**config.mk**
```make
export PLATFORM = sky130hd
export DESIGN_NAME = scw_word_map
export DESIGN_NICKNAME = d
export VERILOG_FILES = /design/src/core/scw_pkg.sv /design/src/core/scw_word_map.sv
export SDC_FILE = /design/constraint.sdc
export NUM_CORES = 1
export LEC_CHECK = 0
export BUFFER_PORTS_ARGS = -buffer_cell sky130_fd_sc_hd__buf_2
export CAP_MARGIN = 20
export CORE_ASPECT_RATIO = 1.1
export CORE_MARGIN = 8
export CORE_UTILIZATION = 50
export DETAILED_ROUTE_END_ITERATION = 8
export GPL_TIMING_DRIVEN = 0
export PLACE_DENSITY = 0.82
export SYNTH_ARGS = -nofsm -noshare
export SYNTH_HDL_FRONTEND = slang
export SYNTH_SLANG_ARGS = --single-unit
```
**constraint.sdc**
```tcl
create_clock -name hclk -period 2.2 [get_ports hclk]
set_input_delay 0.11 -clock hclk [delete_from_list [all_inputs] [get_ports hclk]]
set_output_delay 0.11 -clock hclk [all_outputs]
set_load 0.005 [all_outputs]
```
**src/core/scw_pkg.sv**
```systemverilog
// Package for the transceiver core word mapper: word layout, register map,
// modes, line-side carrier and timing constants.
// Assumes a single 20 MHz bus clock; every user imports nothing and names scw_pkg:: explicitly.
package scw_pkg;

    // Clock and timing
    localparam int CLK_PERIOD_NS = 50;
    localparam int LOCK_TIME_NS  = 1000;  // Least settle time before lock is reported
    localparam logic [4:0] LOCK_CYC =
        5'((LOCK_TIME_NS + CLK_PERIOD_NS - 1) / CLK_PERIOD_NS);

    // Core word layout (double-width)
    localparam int WORD_W      = 80;
    localparam int PAY_W       = 66;
    localparam int BIT_MARK_HI = 79;
    localparam int BIT_DESKEW  = 78;
    localparam int BIT_SNAP    = 77;
    localparam int USED_HI     = 77;
    localparam int USED_LO     = 73;
    localparam int BIT_EMPTY   = 72;
    localparam int BIT_PFULL   = 71;
    localparam int BIT_SYNC    = 69;
    localparam int BIT_VALID   = 68;
    localparam int PAY_HI_TOP  = 66;
    localparam int PAY_HI_BOT  = 40;
    localparam int BIT_MARK_LO = 39;
    localparam int PAY_LO_TOP  = 38;
    localparam logic MARK_HI_VAL = 1'b1;
    localparam logic MARK_LO_VAL = 1'b0;

    // Word qualifier cadence
    localparam logic [5:0] QUAL_LAST = 6'h20;  // Phase 32 of 0..32

    // Register offsets (byte addresses)
    localparam logic [7:0] OFS_CTRL     = 8'h00;
    localparam logic [7:0] OFS_STAT     = 8'h04;
    localparam logic [7:0] OFS_SYNTH    = 8'h08;
    localparam logic [7:0] OFS_TXCNT_LO = 8'h10;
    localparam logic [7:0] OFS_TXCNT_HI = 8'h14;
    localparam logic [7:0] OFS_RXCNT_LO = 8'h18;
    localparam logic [7:0] OFS_RXCNT_HI = 8'h1c;

    // Field positions
    localparam int CTRL_MODE_LO = 0;
    localparam int CTRL_MODE_HI = 1;
    localparam int CTRL_FEC     = 2;
    localparam int CTRL_DRV     = 3;
    localparam int STAT_LOCK    = 0;
    localparam int STAT_REJECT  = 1;
    localparam int STAT_QUALERR = 2;
    localparam int STAT_CFGERR  = 3;
    localparam int SYN_FREQ_LO  = 0;
    localparam int SYN_FREQ_HI  = 9;
    localparam int SYN_REF_LO   = 12;
    localparam int SYN_REF_HI   = 14;
    localparam int SYN_DIV_LO   = 16;
    localparam int SYN_DIV_HI   = 19;

    // Synthesizer limits and reset values
    localparam logic [9:0] FREQ_MIN = 10'h064;
    localparam logic [9:0] FREQ_MAX = 10'h3e8;
    localparam logic [9:0] FREQ_RST = 10'h190;
    localparam logic [2:0] REF_NUM  = 3'h5;
    localparam logic [3:0] DIV_RST  = 4'h1;

    localparam logic [2:0] HSIZE_WORD = 3'h2;

    typedef enum logic [1:0] {MODE_DUPLEX, MODE_TX_ONLY, MODE_RX_ONLY, MODE_SYNTH} scw_mode_e;

    // Line side of the receive path
    typedef struct packed {
        logic [PAY_W-1:0] payload;
        logic             fec_valid;
        logic             deskew;
        logic             sync;
        logic [4:0]       fifo_stat;
        logic             rxf_empty;
        logic             rxf_pfull;
    } scw_rx_line_s;

endpackage : scw_pkg

```
**src/core/scw_word_map.sv**
```systemverilog
// Core word mapper of one transceiver channel: packs and unpacks the 80-bit
// words, keeps snapshot counters, models the synthesizer configuration and
// simplex termination, and exposes control and status over AHB-Lite.
// Assumes fabric and line side run on hclk; reference presence levels are asynchronous.
`timescale 1ns/1ns
module scw_word_map (
    input  wire logic                  hclk,
    input  wire logic                  hresetn,
    input  wire logic                  hsel,
    input  wire logic [31:0]           haddr,
    input  wire logic [1:0]            htrans,
    input  wire logic                  hwrite,
    input  wire logic [2:0]            hsize,
    input  wire logic [31:0]           hwdata,
    input  wire logic                  hready,
    output logic                       hreadyout,
    output logic                       hresp,
    output logic [31:0]                hrdata,
    input  wire logic [79:0]           tx_word,
    output logic [79:0]                tx_lane_word,
    output logic [65:0]                tx_payload,
    input  wire scw_pkg::scw_rx_line_s rx_line,
    output logic [79:0]                rx_word,
    input  wire logic [4:0]            synth_ref_input,
    output logic                       synth_out_primary,
    output logic                       synth_out_half,
    output logic                       synth_lock,
    output logic                       dep_chan_rst_n,
    output logic                       tx_drv_en,
    output logic                       tx_pwr_dn,
    output logic                       rx_pwr_dn,
    output logic                       fec_active
);

    ////////////////////////////////////////////////////////////////////////////////
    // State

    typedef struct packed {
        logic               a_act;
        logic               a_wr;
        logic [7:0]         a_addr;
        scw_pkg::scw_mode_e mode;
        logic               configured;
        logic               fec_en;
        logic               drv_en;
        logic               reject;
        logic               qual_err;
        logic               cfg_err;
        logic [9:0]         freq;
        logic [2:0]         ref_sel;
        logic [3:0]         div;
        logic [3:0]         div_cnt;
        logic               half_tgl;
        logic               prim;
        logic               half;
        logic [4:0]         lock_cnt;
        logic               locked;
        logic [5:0]         qual_phase;
        logic               snap_d;
        logic [63:0]        tx_cnt;
        logic [63:0]        rx_cnt;
        logic [31:0]        txh_lo;
        logic [31:0]        txh_hi;
        logic [31:0]        rxh_lo;
        logic [31:0]        rxh_hi;
        logic [79:0]        tx_lane;
        logic [65:0]        tx_pay;
        logic [79:0]        rx_word;
        logic [4:0]         ref_s1;
        logic [4:0]         ref_s2;
        logic [7:0]         chk_prim_n;
        logic [6:0]         chk_half_n;
    } scw_state_s;

    scw_state_s         s;
    scw_state_s         n;
    scw_pkg::scw_mode_e wmode;
    logic               tx_act;
    logic               rx_act;
    logic               snap;
    logic               ref_ok;

    assign wmode  = scw_pkg::scw_mode_e'(hwdata[scw_pkg::CTRL_MODE_HI:scw_pkg::CTRL_MODE_LO]);
    assign tx_act = (s.mode == scw_pkg::MODE_DUPLEX) || (s.mode == scw_pkg::MODE_TX_ONLY);
    assign rx_act = (s.mode == scw_pkg::MODE_DUPLEX) || (s.mode == scw_pkg::MODE_RX_ONLY);
    assign snap   = tx_word[scw_pkg::BIT_SNAP];
    assign ref_ok = s.ref_s2[s.ref_sel];

    ////////////////////////////////////////////////////////////////////////////////
    // Next-state logic

    always_comb begin
        n      = s;
        n.prim = 1'b0;
        n.half = 1'b0;

        // Reference presence levels cross in through two flops
        n.ref_s1 = synth_ref_input;
        n.ref_s2 = s.ref_s1;

        // Transmit word: tags forced, payload unpacked, line silent when unused
        n.tx_lane = '0;
        n.tx_pay  = '0;
        if (tx_act) begin
            n.tx_lane                        = tx_word;
            n.tx_lane[scw_pkg::BIT_MARK_HI]  = scw_pkg::MARK_HI_VAL;
            n.tx_lane[scw_pkg::BIT_MARK_LO]  = scw_pkg::MARK_LO_VAL;
            n.tx_pay = {tx_word[scw_pkg::PAY_HI_TOP:scw_pkg::PAY_HI_BOT],
                        tx_word[scw_pkg::PAY_LO_TOP:0]};
        end

        // Receive word: packed from the line, terminated when the side is unused
        n.rx_word = '0;
        if (rx_act) begin
            n.rx_word[scw_pkg::BIT_MARK_HI]                   = scw_pkg::MARK_HI_VAL;
            n.rx_word[scw_pkg::BIT_DESKEW]                    = rx_line.deskew;
            n.rx_word[scw_pkg::USED_HI:scw_pkg::USED_LO]      = rx_line.fifo_stat;
            n.rx_word[scw_pkg::BIT_EMPTY]                     = rx_line.rxf_empty;
            n.rx_word[scw_pkg::BIT_PFULL]                     = rx_line.rxf_pfull;
            n.rx_word[scw_pkg::BIT_SYNC]                      = rx_line.sync;
            n.rx_word[scw_pkg::BIT_VALID]                     = rx_line.fec_valid;
            n.rx_word[scw_pkg::PAY_HI_TOP:scw_pkg::PAY_HI_BOT] = rx_line.payload[65:39];
            n.rx_word[scw_pkg::BIT_MARK_LO]                   = scw_pkg::MARK_LO_VAL;
            n.rx_word[scw_pkg::PAY_LO_TOP:0]                  = rx_line.payload[38:0];
        end

        // Running word counters
        if (tx_act && tx_word[scw_pkg::BIT_VALID]) begin
            n.tx_cnt = s.tx_cnt + 64'h1;
        end
        if (rx_act && rx_line.fec_valid) begin
            n.rx_cnt = s.rx_cnt + 64'h1;
        end

        // Holding registers track while low, latch on the rising edge, then freeze
        n.snap_d = snap;
        if (!snap || !s.snap_d) begin
            n.txh_lo = s.tx_cnt[31:0];
            n.txh_hi = s.tx_cnt[63:32];
            n.rxh_lo = s.rx_cnt[31:0];
            n.rxh_hi = s.rx_cnt[63:32];
        end

        // Synthesizer divider; half output fires on every second primary pulse
        if (s.mode == scw_pkg::MODE_SYNTH) begin
            if (s.div_cnt >= s.div) begin
                n.div_cnt  = 4'h0;
                n.prim     = 1'b1;
                n.half_tgl = ~s.half_tgl;
                n.half     = s.half_tgl;
            end else begin
                n.div_cnt = s.div_cnt + 4'h1;
            end
        end
        n.chk_prim_n = s.chk_prim_n + {7'h0, s.prim};
        n.chk_half_n = s.chk_half_n + {6'h0, s.half};

        // Lock needs the selected reference present for the full settle time
        if ((s.mode == scw_pkg::MODE_SYNTH) && ref_ok) begin
            if (s.lock_cnt != scw_pkg::LOCK_CYC) begin
                n.lock_cnt = s.lock_cnt + 5'h1;
            end
            n.locked = (s.lock_cnt == scw_pkg::LOCK_CYC);
        end else begin
            n.lock_cnt = 5'h0;
            n.locked   = 1'b0;
        end

        // Bus address phase: single whole-word transfers only
        n.a_act = hsel && htrans[1] && hready && (hsize == scw_pkg::HSIZE_WORD);
        if (n.a_act) begin
            n.a_wr   = hwrite;
            n.a_addr = haddr[7:0];
        end

        // Bus write data phase
        if (s.a_act && s.a_wr) begin
            case (s.a_addr)
                scw_pkg::OFS_CTRL: begin
                    // Synthesizer mode is fixed until reset once either side of it was chosen
                    if (s.configured && (wmode != s.mode) &&
                        ((wmode == scw_pkg::MODE_SYNTH) || (s.mode == scw_pkg::MODE_SYNTH))) begin
                        n.reject = 1'b1;
                    end else begin
                        n.mode       = wmode;
                        n.configured = 1'b1;
                    end
                    n.fec_en = hwdata[scw_pkg::CTRL_FEC];
                    n.drv_en = hwdata[scw_pkg::CTRL_DRV];
                end
                scw_pkg::OFS_STAT: begin
                    // Write one to clear
                    if (hwdata[scw_pkg::STAT_REJECT]) begin
                        n.reject = 1'b0;
                    end
                    if (hwdata[scw_pkg::STAT_QUALERR]) begin
                        n.qual_err = 1'b0;
                    end
                    if (hwdata[scw_pkg::STAT_CFGERR]) begin
                        n.cfg_err = 1'b0;
                    end
                end
                scw_pkg::OFS_SYNTH: begin
                    // Out-of-range values are refused and flagged, old setting kept
                    if ((hwdata[scw_pkg::SYN_FREQ_HI:scw_pkg::SYN_FREQ_LO] >= scw_pkg::FREQ_MIN) &&
                        (hwdata[scw_pkg::SYN_FREQ_HI:scw_pkg::SYN_FREQ_LO] <= scw_pkg::FREQ_MAX) &&
                        (hwdata[scw_pkg::SYN_REF_HI:scw_pkg::SYN_REF_LO] < scw_pkg::REF_NUM)) begin
                        n.freq     = hwdata[scw_pkg::SYN_FREQ_HI:scw_pkg::SYN_FREQ_LO];
                        n.ref_sel  = hwdata[scw_pkg::SYN_REF_HI:scw_pkg::SYN_REF_LO];
                        n.div      = hwdata[scw_pkg::SYN_DIV_HI:scw_pkg::SYN_DIV_LO];
                        n.lock_cnt = 5'h0;
                        n.locked   = 1'b0;
                    end else begin
                        n.cfg_err = 1'b1;
                    end
                end
                default: begin
                    // Unmapped or read-only offsets ignore writes
                end
            endcase
        end

        // Qualifier cadence runs free from reset; a miss is sticky and beats a clear
        n.qual_phase = (s.qual_phase == scw_pkg::QUAL_LAST) ? 6'h0 : s.qual_phase + 6'h1;
        if (tx_act && (tx_word[scw_pkg::BIT_VALID] != (s.qual_phase != scw_pkg::QUAL_LAST))) begin
            n.qual_err = 1'b1;
        end
    end

    ////////////////////////////////////////////////////////////////////////////////
    // State register

    always_ff @(posedge hclk or negedge hresetn) begin
        if (!hresetn) begin
            s      <= '0;
            s.freq <= scw_pkg::FREQ_RST;
            s.div  <= scw_pkg::DIV_RST;
        end else begin
            s <= n;
        end
    end

    ////////////////////////////////////////////////////////////////////////////////
    // Bus read mux; zero wait states so the answer sits in the data phase

    always_comb begin
        hrdata = 32'h0;
        if (s.a_act && !s.a_wr) begin
            case (s.a_addr)
                scw_pkg::OFS_CTRL:     hrdata = {28'h0, s.drv_en, s.fec_en, s.mode};
                scw_pkg::OFS_STAT:     hrdata = {28'h0, s.cfg_err, s.qual_err, s.reject, s.locked};
                scw_pkg::OFS_SYNTH:    hrdata = {12'h0, s.div, 1'b0, s.ref_sel, 2'h0, s.freq};
                scw_pkg::OFS_TXCNT_LO: hrdata = s.txh_lo;
                scw_pkg::OFS_TXCNT_HI: hrdata = s.txh_hi;
                scw_pkg::OFS_RXCNT_LO: hrdata = s.rxh_lo;
                scw_pkg::OFS_RXCNT_HI: hrdata = s.rxh_hi;
                default:               hrdata = 32'h0;
            endcase
        end
    end

    // Outputs
    assign hreadyout         = 1'b1;
    assign hresp             = 1'b0;
    assign tx_lane_word      = s.tx_lane;
    assign tx_payload        = s.tx_pay;
    assign rx_word           = s.rx_word;
    assign synth_out_primary = s.prim;
    assign synth_out_half    = s.half;
    assign synth_lock        = s.locked;
    assign dep_chan_rst_n    = s.locked;
    assign tx_drv_en         = s.drv_en && (s.mode != scw_pkg::MODE_RX_ONLY) &&
                               (s.mode != scw_pkg::MODE_SYNTH);
    assign tx_pwr_dn         = (s.mode == scw_pkg::MODE_RX_ONLY);
    assign rx_pwr_dn         = (s.mode == scw_pkg::MODE_TX_ONLY) ||
                               (s.mode == scw_pkg::MODE_SYNTH);
    // Error correction only acts in duplex; simplex ignores the enable
    assign fec_active        = s.fec_en && (s.mode == scw_pkg::MODE_DUPLEX);
endmodule : scw_word_map

```
==> summary.txt, run 1 <==
Synth
  • Library cells used by synthesis: 57
  • Post-synth EDFFs: 0
  • Top-count cell post-synth: dfrtp_1
  • Yosys top cell by area: dfrtp_1
  • Post-synth top cells: dfrtp_1 (473), buf_4 (230), nor2b_1 (157), mux2_2 (146), xnor2_1 (79)
  • Average size of a mapped cell: 12.36 µm²
  • Multiplexer share of the synthesized area: 12.01%
  • Synth Area in Simple Gates: 13.82%
  • Synth top area share: 55.98%
  • Synthesized area: 21140 µm²
  • Synth async-reset ratio: 100.0%
  • Yosys Warn Count: 0
  • Combinational family with the most area after synthesis: simple AND/OR/NAND/NOR gates
  • Post-synthesis compound-gate area fraction: 1.663%
  • Adder-cell share of the synthesized area: 0.6509%
  • Top post-synthesis cells by area: dfrtp_1 (56%), buf_4 (8.2%), mux2_2 (7.8%), nor2b_1 (4.6%), mux4_2 (3.4%)
  • XOR/XNOR Fraction of Synth Area: 5.633%
  • Synth Flop Type: dfrtp_1
  • #FFs+latches synth: 477
  • Post-synthesis sequential area ratio: 56.48%
  • Mapped Cells: 1710

Clocking
  • Clock sink count: 477
  • H-tree levels: 2
  • Inserted Clock Buffers: 48
  • CTS tree: yes
  • Max Buffers Root-to-Sink: 3
  • Clock Tree Root: clkbuf_16
  • Clock latency on the worst-skew pair: 0.61 ns
  • Reg clk slew, reported paths: 0.07 ns

Floorplanning
  • Rows: 79
  • Chip height: 231.7 µm
  • Starting Density: 50.33%
  • Die Area: 49130 µm²
  • IO Pins: 503
  • Chip width: 212.1 µm
  • CORE AREA: 42010 µm²

GRT
  • Vias in the first global route: 17640
  • Global-route wire length before repair: 106200 µm
  • Pin count of the biggest net entering global routing: 114
  • Initial antenna violation count: 16
  • GRT Util Overall: 28.43%
  • Congestion Overflow GR: 0

Final layout
  • Final Core Density: 69.22%
  • Layout cell share with drive strength beyond 1: 45.10%
  • NumNets Final: 2707
  • Area grow syn2layout: 37.52%
  • Filler instances: 2592

Critical path
  • Worst EP arrival: 2.41 ns
  • CP Data Required Time: 2.09 ns
  • Reg2Reg Launch Point: s[559]
  • Critical Path Sink Type: output port
  • CP max FO: 10
  • Crit Path Class: flip-flop to output port
  • Worst Setup SP: s[554]
  • Critical path launch point type: flip-flop

Run
  • Max cap viols: 0

STA
  • Fin. Hold Viols: 0
  • FMAX: 396.8 MHz
  • Slew margin rel.: 51.47%
  • Final min period: 2.520 ns
  • RSZ-0062 raised after global routing: yes
  • Setup_tns: -6.893 ns
  • Final Skew: 0.02964 ns
  • Final Setup Violations: 52
  • Worst setup margin: -0.3200 ns
  • Final hold slack: 0.05794 ns
  • Slew @ Worst Pin: 0.7280 ns
  • Final worst path period share: 114.5%
  • Slew Limit Fails: 0

Outcome
  • Failing checks: negative setup slack
  • Outcome: finished with violations

Routing
  • Via density: 5.527
  • Iter 0 DRT Violations: 1466
  • WL final: 76760 µm
  • Drt pass-1 iters: 5
  • # DRC: 0
  • Via count: 17040
  • Routed length per instance: 24.90 µm
  • Routed Antenna Nets: 0

Place
  • Port buffer count: 454
  • Routability cong.: 0.9793
  • Pre-CTS setup slack: -0.6738 ns
  • Post-DP HPWL: 50110 µm

Power
  • Leakage: 14.29 nW
  • Pwr dens: 740.4 nW/µm²
  • Maximum vdd drop: 0.6058 mV

Worst hold path
  • Hold Crit Class: input pin to asynchronous set/reset pin
## layout by cell type, fill, tap and decap left out, types with 11 or more instances in the layout
cell / n
a21oi_1: 11
and3_1: 27
and3_4: 14
buf_2: 442
buf_4: 275
buf_6: 19
clkbuf_1: 37
clkbuf_16: 50
clkbuf_8: 11
clkinv_2: 14
dfrtp_1: 464
diode_2: 17
dlygate4sd3_1: 186
ha_1: 11
inv_1: 25
mux2_2: 141
mux2_4: 16
mux4_2: 32
nand2_1: 64
nand3_1: 51
nand4_1: 42
nor2_1: 68
nor2b_1: 156
nor3_1: 25
xnor2_1: 79
xor2_1: 57
## final timing paths
path,to,slack (ns),cells past startpoint
max,hrdata[13],-0.32,8
min,rx_word[15],0.06,2
max reg2reg,s[536],-0.15,8
min reg2reg,s[18],0.35,0
max in group asynchronous,s[298],0.34,5
min in group hclk,n[19],0.16,2
## stage by stage
stage	cell area [µm²]	instances	power [mW]
global route	29070	3081	22.14
finish	29080	3083	21.53
global placement	24140	2735	11.99
CTS	28430	3031	21.14
floorplan	21160	1714	10.98
detailed placement	24280	2740	12.10
## layout make-up
class | count | area, µm² | share of cell area, %
Clock buffer | 61 | 1330 | 4.574
Multi-Input combinational cell | 921 | 7610 | 26.17
Buffer | 286 | 2107 | 7.246
Inverter | 26 | 101.3 | 0.3485
Antenna cell | 17 | 42.54 | 0.1463
Sequential cell | 477 | 11950 | 41.11
Clock inverter | 27 | 312.8 | 1.076
Timing Repair Buffer | 701 | 4912 | 16.89
Tap cell | 567 | 709.4 | 2.440
## sequential cells by signal, summed over array words and instances, names as in the netlist
| register | cells |
|---|---|
| dep_chan_rst_n | 1 |
| n | 5 |
| rx_word | 77 |
| s | 313 |
| synth_out_half | 1 |
| synth_out_primary | 1 |
| tx_lane_word | 14 |
| tx_payload | 65 |
## timing repair
action                     CTS  global route
setup endpoints to repair  163           210
buffers inserted            18            35
hold endpoints to repair   287             0
hold buffers               186             0
pin swaps                   24            21
gates resized for setup    102           101
gates cloned                 3             3
## kinds of logic (layout without fill, tap and decap cells)
kind of cell | count (synthesis) | after routing
AOI/OAI and AO/OA | 52 | 52
DFF | 477 | 477
and+or+nand+nor | 522 | 522
buffers and inverters | 316 | 1101
xor gates and xnor gates | 136 | 136
other | 2 | 23
muxes | 194 | 194
adders and majority gates | 11 | 11
## power breakdown
| group | internal, mW | switching [mW] |
|---|---|---|
| combinational | 1.68 | 1.46 |
| clock | 4.91 | 3.70 |
| sequential | 9.24 | 0.532 |
## worst max-delay path, stage by stage (launching register included)
cell	delay, ns
dfrtp_2	0.47
buf_4	0.17
nor3_4	0.18
nand2_2	0.14
nor2_4	0.23
buf_8	0.19
a22oi_2	0.10
nor2_1	0.17
buf_2	0.15
## routing by layer
layer  GRT usage, %  routed length, µm
met2          49.83              38530
met1          30.89              25060
met4          16.56               5880
met5              0                 13
met3          7.175               7279
(Power assumes the default switching activity.)
==> run 2, diff against run 1 <==
- ABC_AREA: not set -> 1
- PLACE_DENSITY: 0.82 -> 0.81
- REMOVE_ABC_BUFFERS: not set -> 1
- clock period: 2.2 -> 2.8 ns (I/O delays scaled with it)
==> run 2 against run 1 <==
- the flow now finishes without violations
- utilization is 7.4 points lower
- cell count is 30% higher
- register-to-register slack better by 0.36 ns
- routed wire length is 8.4% higher
- clock-buffer cell count is 7 higher
- die area is 11% higher
- hold slack better by 0.088 ns
- sequential cell count stayed put
- final area is 0.70% lower
- first-iteration DRC count is 22% higher
- setup slack better by 0.35 ns
- critical path type unchanged
- largest cell class unchanged
==> summary.txt, run 2 <==
Place
  • Pre-CTS setup slack: -0.5785 ns (was -0.6738 ns)
  • Port buffer count: 454 (unchanged)
  • DP Area: 24970 µm² (was 24280 µm²)
  • Routability cong.: 0.9836 (was 0.9793)
  • Post-DP HPWL: 57960 µm (was 50110 µm)

Floorplanning
  • Rows: 83 (was 79)
  • Starting Density: 50.74% (was 50.33%)
  • Die Area: 54660 µm² (was 49130 µm²)
  • Chip width: 223.6 µm (was 212.1 µm)
  • CORE AREA: 46730 µm² (was 42010 µm²)
  • IO Pins: 503 (unchanged)
  • Chip height: 244.4 µm (was 231.7 µm)

Routing
  • Routed length per instance: 20.81 µm (was 24.90 µm)
  • Via density: 5.250 (was 5.527)
  • Drt pass-1 iters: 7 (was 5)
  • Via count: 20990 (was 17040)
  • Iter 0 DRT Violations: 1786 (was 1466)
  • Routed Antenna Nets: 0 (unchanged)
  • # DRC: 0 (unchanged)
  • WL final: 83200 µm (was 76760 µm)

STA
  • Slew margin rel.: 34.92% (was 51.47%)
  • Slew Limit Fails: 0 (unchanged)
  • Final Setup Violations: 0 (was 52)
  • Final worst path period share: 98.92%
  • Setup_tns: 0 ns (was -6.893 ns)
  • Fin. Hold Viols: 0 (unchanged)
  • Worst setup margin: 0.03014 ns (was -0.3200 ns)
  • Slew @ Worst Pin: 0.9673 ns (was 0.7280 ns)
  • Final min period: 2.770 ns
  • Final Skew: 0.02402 ns (was 0.02964 ns)
  • FMAX: 361.0 MHz

Synth
  • Post-synth top cells: nand2_1 (650), nor2_1 (502), dfrtp_1 (473), inv_1 (423), buf_4 (230) (was dfrtp_1 (473), buf_4 (230), nor2b_1 (157), mux2_2 (146), xnor2_1 (79))
  • Post-synthesis sequential area ratio: 50.36% (was 56.48%)
  • Average size of a mapped cell: 8.071 µm² (was 12.36 µm²)
  • Synthesized area: 23710 µm² (was 21140 µm²)
  • Top post-synthesis cells by area: dfrtp_1 (50%), nand2_1 (10%), nor2_1 (7.9%), buf_4 (7.3%), inv_1 (6.7%) (was dfrtp_1 (56%), buf_4 (8.2%), mux2_2 (7.8%), nor2b_1 (4.6%), mux4_2 (3.4%))
  • Library cells used by synthesis: 47 (was 57)
  • Yosys Warn Count: 0 (unchanged)
  • Top-count cell post-synth: nand2_1 (was dfrtp_1)
  • Synth async-reset ratio: 100.0% (unchanged)
  • Mapped Cells: 2938 (was 1710)
  • Synth Flop Type: dfrtp_1 (unchanged)
  • Post-synth EDFFs: 0 (unchanged)
  • Synth top area share: 49.92% (was 55.98%)
  • #FFs+latches synth: 477 (unchanged)
  • Yosys top cell by area: dfrtp_1 (unchanged)

Critical path
  • Critical Path Sink Type: output port (unchanged)
  • Worst Setup SP: s[552] (was s[554])
  • CP Data Required Time: 2.66 ns (was 2.09 ns)
  • Worst EP arrival: 2.63 ns (was 2.41 ns)
  • Critical path launch point type: flip-flop (unchanged)
  • Crit Path Class: flip-flop to output port (unchanged)
  • CP max FO: 22 (was 10)
  • Reg2Reg Launch Point: s[551] (was s[559])

Clocking
  • Clock Tree Root: clkbuf_16 (unchanged)
  • Reg clk slew, reported paths: 0.06 ns (was 0.07 ns)
  • CTS tree: yes (unchanged)
  • Max Buffers Root-to-Sink: 3 (unchanged)
  • H-tree levels: 2 (unchanged)
  • Inserted Clock Buffers: 49 (was 48)
  • Clock sink count: 477 (unchanged)
  • Clock latency on the worst-skew pair: 0.60 ns (was 0.61 ns)

Final layout
  • Commonest non-fill, non-tap cell in the layout: nand2_1 (was dfrtp_1)
  • Final Core Density: 61.79% (was 69.22%)
  • Number of flip-flops in the largest register: 313 (unchanged)
  • Layout cell share with drive strength beyond 1: 19.74% (was 45.10%)
  • Area grow syn2layout: 21.78% (was 37.52%)
  • Most flop-heavy register: s (unchanged)
  • Most frequent cells in the layout: nand2_1 (642), nor2_1 (493), dfrtp_1 (470) (was dfrtp_1 (464), buf_2 (442), buf_4 (275))
  • Design area: 28880 µm² (was 29080 µm²)
  • NumNets Final: 3600 (was 2707)

GRT
  • GRT Util Overall: 29.99% (was 28.43%)
  • Pin count of the biggest net entering global routing: 128 (was 114)
  • Initial antenna violation count: 10 (was 16)
  • Vias in the first global route: 21650 (was 17640)
  • Global-route wire length before repair: 125900 µm (was 106200 µm)
  • Congestion Overflow GR: 0 (unchanged)

Power
  • Pwr dens: 570.1 nW/µm² (was 740.4 nW/µm²)
  • Maximum vdd drop: 0.5132 mV (was 0.6058 mV)
  • Leakage: 14.33 nW (was 14.29 nW)

Run
  • Max cap viols: 0 (unchanged)

Worst hold path
  • Hold Crit Class: input pin to asynchronous set/reset pin (unchanged)

Outcome
  • Outcome: finished, final reports clean (was finished with violations)
run 2: critical path: stages (launching register included):
cell	delay, ns
dfrtp_1	0.37
inv_1	0.19
nand2_4	0.17
a311oi_1	0.27
nand2_1	0.33
buf_16	0.28
inv_1	0.10
o21ai_0	0.11
inv_1	0.07
buf_2	0.11
run 2: kinds of logic after synthesis:
kind of cell               count (synthesis)  synth area share (%)
muxes                                     19                0.9023
other                                      2               0.03167
DFF                                      477                 50.36
AOI/OAI and AO/OA                        235                 5.372
xor gates and xnor gates                  85                 3.140
buffers and inverters                    731                 15.34
and+or+nand+nor                         1378                 24.27
adders and majority gates                 11                0.5804
run 2: repair_timing:
item	CTS	global route
hold buffers	189	0
endpoints found under the hold margin	285	0
setup buffers	1	6
gates resized for setup	30	17
cloned	2	0
endpoints found under the setup margin	35	29
pin swaps	2	2
run 2: path summary, 6_finish.rpt:
kind                             endpoint  slack, ns  cells past startpoint
setup / recovery               hrdata[30]       0.03                      9
hold reg to reg                     s[18]       0.35                      0
hold / removal             tx_payload[28]       0.15                      2
min in group hclk                   n[15]       0.19                      2
max in group asynchronous          s[281]       1.24                      4
setup reg to reg                   s[506]       0.21                      8
run 2: where the power goes:
group          internal, mW  switching (mW)  total (mW)
logic                 0.738            1.18        1.92
registers              7.29           0.335        7.63
clock network          4.07            2.85        6.91
run 2: per-layer routing:
| layer | GRT usage (%) | wire length [µm] |
|---|---|---|
| met1 | 32.71 | 29700 |
| met2 | 50.81 | 40030 |
| met3 | 8.332 | 6984 |
| met4 | 19.96 | 6460 |
| met5 | 0 | 33 |
run 2: area by class of cell:
class,instances,area [µm²]
timing repair inverter,1,5.005
clock inverter,23,266.5
fill,3749,17860
timing repair buffer,659,4476
clock buffer,68,1440
tap,595,744.5
sequential,477,11950
antenna,9,22.52
inverter,431,1637
multi-input combinational,1735,8334
run 2: through the flow:
stage / power, mW / hold slack, ns / instances
after global placement: 9.166 / 0.2484 / 3691
final: 16.46 / 0.1457 / 3998
after floorplan: 8.385 / -0.1556 / 2642
after CTS: 16.39 / 0.1685 / 3983
after detailed placement: 9.227 / 0.1988 / 3700
after global routing: 17.02 / 0.2068 / 3996
==> run 3, diff against run 2 <==
- CTS_BUF_LIST: not set -> sky130_fd_sc_hd__clkbuf_4 sky130_fd_sc_hd__clkbuf_8 sky130_fd_sc_hd__clkbuf_16
==> run 3 against run 2 <==
- the flow now finishes with violations (negative setup slack)
- total power increased by 0.27%
- critical path depth decreased by 1
- sequential power about the same
- combinational power about the same
- utilization about the same
- hold slack improved by 0.0016 ns
- routed wire length increased by 0.21%
- non-clock buffer count decreased by 5
- die area unchanged
- critical path type unchanged
- largest cell class unchanged
- largest power group unchanged
- highest routed layer unchanged
==> summary.txt, run 3 (same netlist as run 2, synthesis figures left out) <==
Floorplanning
  • CORE AREA: 46730 µm² (unchanged)
  • Chip height: 244.4 µm (unchanged)
  • Starting Density: 50.74% (unchanged)
  • Rows: 83 (unchanged)
  • Chip width: 223.6 µm (unchanged)
  • Die Area: 54660 µm² (unchanged)
  • IO Pins: 503 (unchanged)

STA
  • Final Setup Violations: 1 (was 0)
  • Slew Limit Fails: 0 (unchanged)
  • Final Skew: 0.02151 ns (was 0.02402 ns)
  • RSZ-0062 raised after global routing: yes
  • Final hold slack: 0.1473 ns (was 0.1457 ns)
  • Worst setup margin: -0.01382 ns (was 0.03014 ns)
  • Final worst path period share: 100.5% (was 98.92%)
  • Slew margin rel.: 36.37% (was 34.92%)
  • Slew @ Worst Pin: 0.9458 ns (was 0.9673 ns)
  • Final min period: 2.814 ns (was 2.770 ns)
  • FMAX: 355.4 MHz (was 361.0 MHz)
  • Setup_tns: -0.01382 ns (was 0 ns)
  • Fin. Hold Viols: 0 (unchanged)

GRT
  • Initial antenna violation count: 10 (unchanged)
  • Vias in the first global route: 21650 (about the same)
  • Global-route wire length before repair: 126200 µm (was 125900 µm)
  • Congestion Overflow GR: 0 (unchanged)
  • Pin count of the biggest net entering global routing: 128 (unchanged)
  • GRT Util Overall: 30.03% (was 29.99%)

Clocking
  • Reg clk slew, reported paths: 0.07 ns (was 0.06 ns)
  • Clock latency on the worst-skew pair: 0.60 ns (about the same)
  • Inserted Clock Buffers: 49 (unchanged)
  • CTS tree: yes (unchanged)
  • H-tree levels: 2 (unchanged)
  • Clock Tree Root: clkbuf_16 (unchanged)
  • Max Buffers Root-to-Sink: 3 (unchanged)
  • Clock sink count: 477 (unchanged)

Final layout
  • Non-Filler Instances: 3993 (was 3998)
  • Area grow syn2layout: 21.69% (was 21.78%)
  • Commonest non-fill, non-tap cell in the layout: nand2_1 (unchanged)
  • Most flop-heavy register: s (unchanged)
  • Number of flip-flops in the largest register: 313 (unchanged)
  • Final Core Density: 61.74% (was 61.79%)
  • Filler instances: 3774 (was 3749)
  • Layout cell share with drive strength beyond 1: 19.83% (was 19.74%)
  • NumNets Final: 3595 (was 3600)
  • Design area: 28850 µm² (was 28880 µm²)
  • Most frequent cells in the layout: nand2_1 (642), nor2_1 (494), dfrtp_1 (470) (was nand2_1 (642), nor2_1 (493), dfrtp_1 (470))

Place
  • Post-DP HPWL: 57960 µm (unchanged)
  • Cells after DPL: 3700 (unchanged)
  • DP Area: 24970 µm² (unchanged)
  • Port buffer count: 454 (unchanged)
  • Routability cong.: 0.9836 (unchanged)
  • Pre-CTS setup slack: -0.5785 ns (unchanged)

Outcome
  • Outcome: finished with violations (was finished, final reports clean)
  • Failing checks: negative setup slack

Critical path
  • Reg2Reg Launch Point: s[551] (unchanged)
  • Crit Path Class: flip-flop to output port (unchanged)
  • R2r setup slk: 0.25 ns (was 0.21 ns)
  • Worst EP arrival: 2.67 ns (was 2.63 ns)
  • Critical path launch point type: flip-flop (unchanged)
  • R2r endpoint: s[506] (unchanged)
  • CP Data Required Time: 2.66 ns (about the same)
  • Reg2Reg Depth: 8 (unchanged)
  • Worst Setup SP: s[558] (was s[552])
  • CP max FO: 14 (was 22)
  • Critical Path Sink Type: output port (unchanged)

Power
  • Flop pwr share: 46.2% (was 46.3%)
  • Maximum vdd drop: 0.5087 mV (was 0.5132 mV)
  • Psw: 4.363 mW (about the same)
  • Switching Fraction: 26.43% (was 26.51%)
  • Pwr dens: 572.0 nW/µm² (was 570.1 nW/µm²)
  • Logic pwr share: 11.4% (was 11.6%)
  • Total power: 16.51 mW (was 16.46 mW)
  • Pint: 12.14 mW (was 12.10 mW)
  • Leakage: 14.33 nW (about the same)
  • Clock network power share: 42.3% (was 42.0%)

Routing
  • Routed Antenna Nets: 0 (unchanged)
  • Met2 WL: 39840 µm (was 40030 µm)
  • Metal3 WL: 7349 µm (was 6984 µm)
  • Drt pass-1 iters: 6 (was 7)
  • WL final: 83370 µm (was 83200 µm)
  • # DRC: 0 (unchanged)
  • Wl on met1: 29550 µm (was 29700 µm)
  • Via density: 5.262 (was 5.250)
  • Routed length per instance: 20.88 µm (was 20.81 µm)
  • Via count: 21010 (was 20990)
  • Iter 0 DRT Violations: 1849 (was 1786)
  • Uppermost routed layer: met5 (unchanged)

Worst hold path
  • Hold Crit Class: input pin to asynchronous set/reset pin (unchanged)

Run
  • Max cap viols: 0 (unchanged)
-- run 3: cell types whose count changed in the layout (fill, tap and decap cells not counted) --
cell,delta
nor2_4,-1
inv_1,-1
clkbuf_4,+7
clkbuf_1,-7
nand2_4,+1
inv_6,+1
buf_4,-4
inv_4,-2
nand2_2,-1
nor2_1,+1
clkinv_4,+1
inv_2,+1
buf_12,-1
-- run 3: worst max-delay path by stage --
stage	endpoint	slack [ns]	cells past startpoint
after floorplan	s[284]	-1.56	2
after global placement	s[282]	-7.91	1
after detailed placement	hrdata[10]	-0.58	8
after CTS	hrdata[7]	-0.03	8
after global routing	hrdata[11]	-0.09	10
final	hrdata[5]	-0.01	8
-- run 3: metal layers --
layer / track usage [%] / up-vias
met5: 0 / -
met4: 21.26 / 4
met3: 8.129 / 322
met2: 50.40 / 1153
met1: 32.81 / 9960
li1: - / 9574
-- run 3: timing repair --
action / CTS / global route
endpoints found under the hold margin: 285 / 0
hold buffers: 189 / 0
endpoints found under the setup margin: 35 / 27
setup buffers: 1 / 1
pin swaps: 2 / 1
gates cloned: 2 / 0
gates resized for setup: 30 / 19
-- run 3: layout make-up --
| type | instances | area (µm²) | share of cell area (%) |
|---|---|---|---|
| clock buffer | 68 | 1466 | 5.082 |
| timing repair inverter | 1 | 5.005 | 0.01735 |
| antenna | 9 | 22.52 | 0.07805 |
| clock inverter | 23 | 266.5 | 0.9236 |
| sequential | 477 | 11950 | 41.42 |
| multi-input combinational | 1735 | 8332 | 28.88 |
| tap | 595 | 744.5 | 2.580 |
| inverter | 431 | 1642 | 5.689 |
| timing repair buffer | 654 | 4425 | 15.34 |
-- run 3: worst max-delay path: stages (launching register included) --
cell      delay [ns]
dfrtp_1         0.42
nor2_2          0.25
nand3_4         0.22
clkinv_8        0.19
nand3_4         0.24
o22ai_1         0.40
nor2_1          0.10
nor2_1          0.09
buf_2           0.16
-- run 3: power by group through the flow --
| stage | Clock [mW] | Sequential (mW) | Combinational, mW |
|---|---|---|---|
| floorplan | 0 | 7.65 | 0.732 |
| global placement | 0 | 7.71 | 1.46 |
| detailed placement | 0 | 7.71 | 1.51 |
| CTS | 7.05 | 7.61 | 1.81 |
| global route | 7.34 | 7.67 | 2.07 |
| finish | 6.99 | 7.63 | 1.89 |
